[src/hw/table_map_pkg.sv]
package table_map_pkg;
	// ========================================
	// widths and vectors
	localparam int          PC_W        = 11;
	localparam int          WORD_W      = 15;
	localparam int          DATA_W      = 8;
	localparam logic [10:0] RESET_VEC   = 11'h000;
	localparam logic [10:0] TIMER_VEC   = 11'h008;
	localparam logic [2:0]  LAST_PAGE   = 3'h7;
	// ========================================
	// data memory map
	localparam logic [7:0]  ADDR_IND        = 8'h00;
	localparam logic [7:0]  ADDR_MEM_PTR    = 8'h01;
	localparam logic [7:0]  ADDR_PCL        = 8'h02;
	localparam logic [7:0]  ADDR_TABLE_PTR  = 8'h07;
	localparam logic [7:0]  ADDR_TABLE_HIGH = 8'h08;
	localparam logic [7:0]  ADDR_PAGE_PTR   = 8'h1f;
	localparam logic [7:0]  GPR_BASE        = 8'h20;
	localparam int          GPR_DEPTH       = 96;
	localparam logic [7:0]  RESET_BYTE      = 8'h00;
	localparam logic [2:0]  STACK_DEPTH     = 3'h4;

	// ========================================
	// core operations seen by this block
	typedef enum logic [4:0] {
		OP_NONE  = 5'b00001,
		OP_READ  = 5'b00010,
		OP_WRITE = 5'b00100,
		OP_BIT   = 5'b01000,
		OP_TABLE = 5'b10000
	} op_t;

	typedef enum logic [2:0] {
		ST_FETCH = 3'b001,
		ST_TABLE = 3'b010,
		ST_VEC   = 3'b100
	} phase_t;

	typedef struct packed {
		op_t        op;
		logic [7:0] addr;
		logic [7:0] wdata;
		logic [2:0] bit_sel;
		logic       bit_val;
		logic       last_page;
	} req_t;
endpackage : table_map_pkg

[src/hw/table_map.sv]
`timescale 1ns/10ps
`default_nettype none
module table_map
	import table_map_pkg::*;
(
	input  wire logic              clk_i,
	input  wire logic              reset_i,
	input  wire table_map_pkg::req_t req_i,
	input  wire logic              page_opt_i,
	input  wire logic              timer_ovf_i,
	input  wire logic              timer_irq_en_i,
	input  wire logic [2:0]        stack_level_i,
	input  wire logic [14:0]       rom_data_i,
	output logic [10:0]            rom_addr_o,
	output logic [10:0]            pc_o,
	output logic [7:0]             rdata_o,
	output logic                   busy_o,
	output logic                   vector_o
);
	// ========================================
	// state
	// every register of the block lives here, so reset and next state stay in step
	typedef struct packed {
		phase_t                    phase;
		logic [10:0]               pc;
		logic [10:0]               rom_addr;
		logic [7:0]                mem_pointer;
		logic [7:0]                table_pointer;
		logic [7:0]                table_high_byte;
		logic [7:0]                table_page_pointer;
		logic [7:0]                dest;
		logic [7:0]                rdata;
		logic                      busy;
		logic                      vector;
		logic [GPR_DEPTH-1:0][7:0] ram;
	} state_t;

	state_t s;
	state_t next_s;

	// ========================================
	// helpers
	// effective address: indirect port goes through the pointer
	function automatic logic [7:0] eff(input logic [7:0] a, input logic [7:0] p);
		eff = (a == ADDR_IND) ? p : a;
	endfunction : eff

	// general ram window; everything above it is unused space
	function automatic logic is_gpr(input logic [7:0] a);
		is_gpr = (a >= GPR_BASE) && (a < GPR_BASE + 8'(GPR_DEPTH));
	endfunction : is_gpr

	// ram index; only meaningful where is_gpr holds
	function automatic logic [6:0] gpr_index(input logic [7:0] a);
		gpr_index = 7'(a - GPR_BASE);
	endfunction : gpr_index

	// vector only with the enable set and room left on the stack
	function automatic logic vector_taken(input logic ovf, input logic en, input logic [2:0] lvl);
		vector_taken = ovf && en && (lvl < STACK_DEPTH);
	endfunction : vector_taken

	// combinational helpers of the next-state process
	logic [7:0]  ea;
	logic [6:0]  ri;
	logic [7:0]  cur;
	logic [7:0]  wv;
	logic [10:0] taddr;

	// ========================================
	// read mux, write path, table sequencing
	always_comb begin
		next_s = s;
		ea = eff(req_i.addr, s.mem_pointer);
		ri = gpr_index(ea);
		cur = RESET_BYTE;
		// read mux; reserved holes fall through to zero
		unique case (ea)
			ADDR_IND:        cur = RESET_BYTE;
			ADDR_MEM_PTR:    cur = s.mem_pointer;
			ADDR_PCL:        cur = s.pc[7:0];
			ADDR_TABLE_PTR:  cur = s.table_pointer;
			ADDR_TABLE_HIGH: cur = s.table_high_byte;
			ADDR_PAGE_PTR:   cur = s.table_page_pointer;
			default:         cur = is_gpr(ea) ? s.ram[ri] : RESET_BYTE;
		endcase
		// bit ops are read-modify-write of the current value
		wv = req_i.wdata;
		if (req_i.op == OP_BIT) begin
			wv = cur;
			wv[req_i.bit_sel] = req_i.bit_val;
		end
		// table address for the current op
		if (req_i.last_page)
			taddr = {LAST_PAGE, s.table_pointer};
		else if (page_opt_i)
			taddr = {s.table_page_pointer[2:0], s.table_pointer};
		else
			taddr = {s.pc[10:8], s.table_pointer};
		next_s.vector = 1'b0;
		unique case (s.phase)
			ST_FETCH: begin
				next_s.rom_addr = s.pc;
				if (vector_taken(timer_ovf_i, timer_irq_en_i, stack_level_i)) begin
					next_s.pc = TIMER_VEC;
					next_s.phase = ST_VEC;
					next_s.vector = 1'b1;
				end else begin
					next_s.pc = 11'(s.pc + 11'h001);
					if (req_i.op == OP_READ)
						next_s.rdata = cur;
					// an indirect write onto the port itself does nothing
					if ((req_i.op == OP_WRITE || req_i.op == OP_BIT) && ea != ADDR_IND) begin
						unique case (ea)
							ADDR_MEM_PTR:    next_s.mem_pointer = wv;
							ADDR_TABLE_PTR:  next_s.table_pointer = wv;
							ADDR_PAGE_PTR:   next_s.table_page_pointer = wv;
							ADDR_TABLE_HIGH: next_s.table_high_byte = s.table_high_byte;
							default: begin
								if (is_gpr(ea))
									next_s.ram[ri] = wv;
							end
						endcase
					end
					if (req_i.op == OP_TABLE) begin
						next_s.rom_addr = taddr;
						next_s.dest = ea;
						next_s.busy = 1'b1;
						next_s.phase = ST_TABLE;
					end
				end
			end
			ST_TABLE: begin
				// second cycle: program port carries the table word
				next_s.table_high_byte = {1'b0, rom_data_i[14:8]};
				if (is_gpr(s.dest))
					next_s.ram[gpr_index(s.dest)] = rom_data_i[7:0];
				else if (s.dest == ADDR_TABLE_PTR)
					next_s.table_pointer = rom_data_i[7:0];
				else if (s.dest == ADDR_PAGE_PTR)
					next_s.table_page_pointer = rom_data_i[7:0];
				else if (s.dest == ADDR_MEM_PTR)
					next_s.mem_pointer = rom_data_i[7:0];
				next_s.rom_addr = s.pc;
				next_s.busy = 1'b0;
				next_s.phase = ST_FETCH;
			end
			ST_VEC: begin
				next_s.rom_addr = s.pc;
				next_s.phase = ST_FETCH;
			end
		endcase
	end

	// ========================================
	// registers; ram is not cleared so reset stays cheap
	always_ff @(posedge clk_i) begin
		if (reset_i) begin
			s <= next_s;
			s.phase <= ST_FETCH;
			s.pc <= RESET_VEC;
			s.rom_addr <= RESET_VEC;
			s.mem_pointer <= RESET_BYTE;
			s.table_pointer <= RESET_BYTE;
			s.table_high_byte <= RESET_BYTE;
			s.table_page_pointer <= RESET_BYTE;
			s.dest <= RESET_BYTE;
			s.rdata <= RESET_BYTE;
			s.busy <= 1'b0;
			s.vector <= 1'b0;
		end else begin
			s <= next_s;
		end
	end

	// outputs come straight from the state flops
	assign rom_addr_o = s.rom_addr;
	assign pc_o = s.pc;
	assign rdata_o = s.rdata;
	assign busy_o = s.busy;
	assign vector_o = s.vector;

	// ========================================
	// checks: reset and vectors
	// reset puts both the counter and the program port on the reset vector
	AST_RESET_PC: assert property (@(posedge clk_i) reset_i |=> pc_o == RESET_VEC)
		else $error("pc not at reset vector");

	AST_RESET_FETCH: assert property (@(posedge clk_i) reset_i |=> rom_addr_o == RESET_VEC)
		else $error("program port not at reset vector");

	// the vector pulse marks the cycle the counter holds the timer vector
	AST_TIMER_VEC: assert property (@(posedge clk_i) disable iff (reset_i)
		vector_o |-> pc_o == TIMER_VEC)
		else $error("timer vector wrong");

	// no vector with the stack full or the enable clear
	AST_NO_VEC_BLOCKED: assert property (@(posedge clk_i) disable iff (reset_i)
		(stack_level_i >= STACK_DEPTH) || !timer_irq_en_i |=> !vector_o)
		else $error("vector taken while blocked");

	AST_VEC_PULSE: assert property (@(posedge clk_i) disable iff (reset_i)
		vector_o |=> !vector_o)
		else $error("vector pulse longer than one cycle");

	// ========================================
	// checks: table unit
	// a table op that is taken raises busy on the next cycle
	AST_TABLE_TAKEN: assert property (@(posedge clk_i) disable iff (reset_i)
		s.phase == ST_FETCH && req_i.op == OP_TABLE
		&& !vector_taken(timer_ovf_i, timer_irq_en_i, stack_level_i)
		|=> busy_o)
		else $error("table read not started");

	AST_TWO_CYCLE: assert property (@(posedge clk_i) disable iff (reset_i)
		busy_o |=> !busy_o)
		else $error("table read not two cycles");

	// holding register only moves at the end of a table read
	AST_HIGH_BYTE_RO: assert property (@(posedge clk_i) disable iff (reset_i)
		!$past(busy_o) && !busy_o |=> $stable(s.table_high_byte))
		else $error("table high changed without table read");

	AST_HIGH_BYTE_TOP: assert property (@(posedge clk_i) disable iff (reset_i)
		s.table_high_byte[7] == 1'b0)
		else $error("table high top bit not zero");

	// upper bits of the fetched word land in the holding register
	AST_HIGH_BYTE_LOAD: assert property (@(posedge clk_i) disable iff (reset_i)
		busy_o |=> s.table_high_byte == {1'b0, $past(rom_data_i[14:8])})
		else $error("table high not loaded from word");

	// low byte of the fetched word lands at the chosen ram byte
	AST_LOW_BYTE_LOAD: assert property (@(posedge clk_i) disable iff (reset_i)
		busy_o && is_gpr(s.dest)
		|=> s.ram[gpr_index($past(s.dest))] == $past(rom_data_i[7:0]))
		else $error("table low byte not stored");

	// current page with the option off: counter page, pointer ignored
	AST_CURRENT_PAGE: assert property (@(posedge clk_i) disable iff (reset_i)
		s.phase == ST_FETCH && req_i.op == OP_TABLE && !req_i.last_page && !page_opt_i
		&& !vector_taken(timer_ovf_i, timer_irq_en_i, stack_level_i)
		|=> rom_addr_o == {$past(pc_o[10:8]), $past(s.table_pointer)})
		else $error("current page address wrong");

	// current page with the option on: page from the page pointer
	AST_PAGE_OPT: assert property (@(posedge clk_i) disable iff (reset_i)
		s.phase == ST_FETCH && req_i.op == OP_TABLE && !req_i.last_page && page_opt_i
		&& !vector_taken(timer_ovf_i, timer_irq_en_i, stack_level_i)
		|=> rom_addr_o == {$past(s.table_page_pointer[2:0]), $past(s.table_pointer)})
		else $error("page pointer address wrong");

	AST_LAST_PAGE: assert property (@(posedge clk_i) disable iff (reset_i)
		s.phase == ST_FETCH && req_i.op == OP_TABLE && req_i.last_page
		&& !vector_taken(timer_ovf_i, timer_irq_en_i, stack_level_i)
		|=> rom_addr_o == {LAST_PAGE, $past(s.table_pointer)})
		else $error("last page address wrong");

	// normal fetch picks up at the counter, already one past the address the table read displaced, which is not refetched
	AST_RESUME: assert property (@(posedge clk_i) disable iff (reset_i)
		busy_o |=> rom_addr_o == $past(pc_o))
		else $error("fetch not resumed");

	// ========================================
	// checks: data map
	AST_IND_ZERO: assert property (@(posedge clk_i) disable iff (reset_i)
		s.phase == ST_FETCH && req_i.op == OP_READ && ea == ADDR_IND
		&& !vector_taken(timer_ovf_i, timer_irq_en_i, stack_level_i)
		|=> rdata_o == RESET_BYTE)
		else $error("indirect self read not zero");

	// direct reads above the ram window come back zero
	AST_UNUSED_ZERO: assert property (@(posedge clk_i) disable iff (reset_i)
		s.phase == ST_FETCH && req_i.op == OP_READ && req_i.addr >= GPR_BASE + 8'(GPR_DEPTH)
		&& !vector_taken(timer_ovf_i, timer_irq_en_i, stack_level_i)
		|=> rdata_o == RESET_BYTE)
		else $error("unused location not zero");

	// plain writes to general ram land unless a vector is taken or a table read holds the cycle
	AST_GPR_WRITE: assert property (@(posedge clk_i) disable iff (reset_i)
		s.phase == ST_FETCH && req_i.op == OP_WRITE && is_gpr(ea)
		&& !vector_taken(timer_ovf_i, timer_irq_en_i, stack_level_i)
		|=> s.ram[gpr_index($past(ea))] == $past(req_i.wdata))
		else $error("general ram write lost");

	// bit ops leave the protected holding register alone
	AST_BIT_PROTECT: assert property (@(posedge clk_i) disable iff (reset_i)
		s.phase == ST_FETCH && req_i.op == OP_BIT && ea == ADDR_TABLE_HIGH
		&& !vector_taken(timer_ovf_i, timer_irq_en_i, stack_level_i)
		|=> $stable(s.table_high_byte))
		else $error("bit op changed protected register");

	// ========================================
	// main scenarios worth seeing
	COV_TABLE: cover property (@(posedge clk_i) busy_o ##1 !busy_o);
	COV_VEC: cover property (@(posedge clk_i) vector_o);
	COV_PAGE: cover property (@(posedge clk_i) page_opt_i && busy_o);
	COV_LAST_PAGE: cover property (@(posedge clk_i) s.phase == ST_FETCH && req_i.op == OP_TABLE && req_i.last_page);
	COV_IND_SELF: cover property (@(posedge clk_i) s.phase == ST_FETCH && req_i.op == OP_READ && ea == ADDR_IND);
endmodule : table_map
`default_nettype wire

[config.mk]
export PLATFORM = sky130hd
export DESIGN_NAME = table_map
export DESIGN_NICKNAME = d
export VERILOG_FILES = /design/src/hw/table_map_pkg.sv /design/src/hw/table_map.sv
export SDC_FILE = /design/constraint.sdc
export NUM_CORES = 2
export LEC_CHECK = 0
export BUFFER_PORTS_ARGS = -buffer_cell sky130_fd_sc_hd__clkbuf_2
export CAP_MARGIN = 40
export CORE_UTILIZATION = 37
export CTS_CLUSTER_DIAMETER = 120
export CTS_CLUSTER_SIZE = 24
export DETAILED_ROUTE_END_ITERATION = 16
export PLACE_DENSITY_LB_ADDON = 0.2
export SETUP_SLACK_MARGIN = 0.05
export SYNTH_ARGS = -nofsm -noshare
export SYNTH_HDL_FRONTEND = slang
export SYNTH_SLANG_ARGS = --single-unit
[constraint.sdc]
create_clock -name clk_i -period 5.7 [get_ports clk_i]
set_clock_uncertainty 0.1 [all_clocks]
set_input_delay 0.285 -clock clk_i [delete_from_list [all_inputs] [get_ports clk_i]]
set_output_delay 0.285 -clock clk_i [all_outputs]
set_load 0.01 [all_outputs]
==> impl_metrics.tcl <==
set metrics [dict create \
    outcome "complete, no violations" \
    synth.area.top_cells "edfxtp_1, o22ai_1, mux4_2, mux2i_1, dfxtp_1" \
    tns_ns 0 \
    path_cells "or4b_1 -> o21ai_4 -> buf_12 -> mux4_1 -> mux2_2 -> o221ai_1 -> a211oi_1 -> or4_1 -> o21bai_1 -> a22oi_4 -> buf_12 -> o22ai_1" \
    regArea_mm2 0.0245 \
    cp-start-kind "flip-flop" \
    ys.flop_type "edfxtp_1" \
    synth.top_cell.area_share_pct 54.4 \
    die_y_um 340 \
    tightestPinTransition_ns 0.990 \
    cts_buffers 41 \
    dp.cells 4888 \
    yosysUniqueCellTypes 87 \
    maxSlewHeadroom_pct 34.0 \
    maxCapViolCount 0 \
    synthCells 3477 \
    nets 3507 \
    cp_max_fo 47 \
    grt_pass1_vias 31300 \
    numClockSinks 842 \
    nFillCells 10700 \
    drt_iter0_drc 4488 \
    gp_congestion 0.932 \
    multi_input_area_mm2 0.0160 \
    cts_tree "built" \
    hold_class "in2reg" \
    crit_slowest_cell "a22oi_4" \
    drv_slew 0 \
    drive_gt1_share_pct 16.3 \
    first_pass_iters 7 \
    finalNonFillerCells 4984 \
    required_ns 5.98 \
    crit_type "reg2reg" \
    grt_antenna_before_repair 12 \
    setup_slack_ns 0.204 \
    antenna_left 0 \
    syn-num-nets 3530 \
    yosys.area.top_type "edfxtp_1" \
    power_density_mw_per_mm2 246 \
    min_period_ns 5.50 \
    total_power_uw 11400 \
    vias_per_cell 6.68 \
    overflow 0 \
    netlist_area_mm2 0.0424 \
    die_area_mm2 0.116 \
    initial_utilization_pct 37.5 \
    insertion_delay_ns 0.66 \
    end_kind "flip-flop" \
    vdd.ir_drop.worst_uv 251 \
    dp.final_hpwl_mm 106 \
    grt_usage_pct 27.4 \
    max_stage_delay_ns 0.78 \
    coreArea_mm2 0.113 \
    r2r_cells 12 \
    min_period_over_period_pct 96.4 \
    cp_common_cell "buf_12" \
    clockBufferDepth 3 \
    dpl_worst_slack_ns 0.324 \
    port_buffers 78 \
    via_count 33300 \
    fp-row-count 123 \
    synth_edf_count 768 \
    avgSynthCellArea_um2 12.2 \
    rsz0062_at_grt "false" \
    post-cts-setup-buffers 0 \
    seq_area_frac_synth_pct 57.9 \
    setup_viol 0 \
    ys_ff_latch 842 \
    grt_first_pass_wirelength_mm 233 \
    drt_wl_total_mm 164 \
    ys_warn_count 0 \
    path_clk_slew_ns 0.12 \
    drc 0 \
    clockRootBuffer "clkbuf_16" \
    areaGrowthSynthToFinish_pct 9.74 \
    finalHoldViolations 0 \
    cp_top_family "compound AO/OA/AOI/OAI gates" \
    ioPinCount 81 \
    die_x_um 340 \
    hold_depth 3 \
    cts_resized 0 \
    max_freq_ghz 0.182 \
    grt_start_max_net_pins 123 \
    wl_per_cell_um 32.9 \
    power_leakage_uw 0.0156 \
    htreeDepth 2 \
    worst-path-stages 12 \
    async_flop_share_pct 0 \
    cp.arrival_ns 5.77 \
    crit_buf_inv 2 \
]
==> metrics by stage <==
step	area, um^2	utilization [%]	hold WS (ns)
after global routing	46500	41.2	0.0815
after global placement	44800	39.7	0.357
after floorplan	42400	-	0.321
after CTS	46400	41.1	0.0348
after detailed placement	45100	39.9	0.353
final	46500	41.2	0.0412
==> sequential cells by signal, summed over array words and instances, names as in the netlist <==
register / flops
vector_o: 1
busy_o: 1
s: 810
rdata_o: 8
rom_addr_o: 11
pc_o: 11
==> synth_stat cells (all sizes together), types with 7 or more instances <==
cell type and number:
a22oi 21, nand2b 9, mux4 119, a32oi 10, nor3 35, a221oi 10, nor2 154, nand3 170
nor2b 7, a211oi 29, and3 12, clkbuf 219, nor4 7, o211ai 8, inv 12, nand2 331
a21oi 149, xor2 7, dfxtp 74, edfxtp 768, mux2i 171, a31oi 18, buf 166, o21ai 16
o22ai 813, nand4 12
==> final timing paths <==
check / slack [ns] / end / start
min reg2reg: 0.38 / s[799] / s[799]
min: 0.04 / s[807] / req_i[10]
max reg2reg: 0.20 / s[470] / s[810]
max: 0.20 / s[470] / s[810]
==> cell type report <==
| class | instances | share of cell area [%] |
|---|---|---|
| Timing Repair Buffer | 319 | 6.03 |
| Clock inverter | 2 | 0.0619 |
| Sequential cell | 842 | 52.8 |
| Tap cell | 1500 | 4.04 |
| Multi-Input combinational cell | 2237 | 34.4 |
| Antenna cell | 4 | 0.0215 |
| Clock buffer | 67 | 2.55 |
| Inverter | 13 | 0.105 |
==> repair_timing <==
item / in CTS / in global routing
hold buffers: 16 / 0
hold endpoints to repair: 15 / 0
endpoints found under the setup margin: 0 / 0
==> layer usage <==
metal / track usage (%) / share of wire, % / wire (um)
met5: 0 / 0.067 / 110
met2: 42.3 / 45 / 73900
met4: 11.1 / 4.4 / 7280
met3: 5.66 / 10 / 17000
met1: 37.5 / 40 / 65500
==> power by group <==
| group | internal (uW) | switching [uW] |
|---|---|---|
| Sequential | 6650 | 18.7 |
| Clock | 1460 | 2110 |
| Combinational | 332 | 845 |
==> worst min-delay path, stage by stage <==
cell and delay, ns:
clkbuf_2 0.12, a32oi_1 0.19, o22ai_1 0.15
==> cells in the final DEF, fill, tap and decap left out, types with 12 or more instances in the layout <==
cell / n
mux4_2: 111
o22ai_1: 773
a22oi_1: 14
inv_1: 12
a31oi_1: 17
edfxtp_1: 768
clkbuf_2: 78
buf_4: 181
o22ai_2: 40
and3_1: 12
a211oi_1: 29
nand3_1: 170
nand4_1: 12
nor3_1: 22
dlygate4sd3_1: 16
nor2_1: 150
dfxtp_1: 74
mux2i_1: 171
nand2_1: 323
clkbuf_1: 23
nor3_2: 13
a21oi_1: 148
o21ai_0: 14
clkbuf_16: 44
buf_12: 37
==> kinds of logic after synthesis <==
family | synth area share [%]
buf+inv | 4.91
fa+ha+maj | 0.118
flops | 57.9
xor+xnor | 0.207
mux | 10.6
compound gates | 18.0
simple gates | 8.23
No activity file was read; power rests on OpenSTA's default activity.
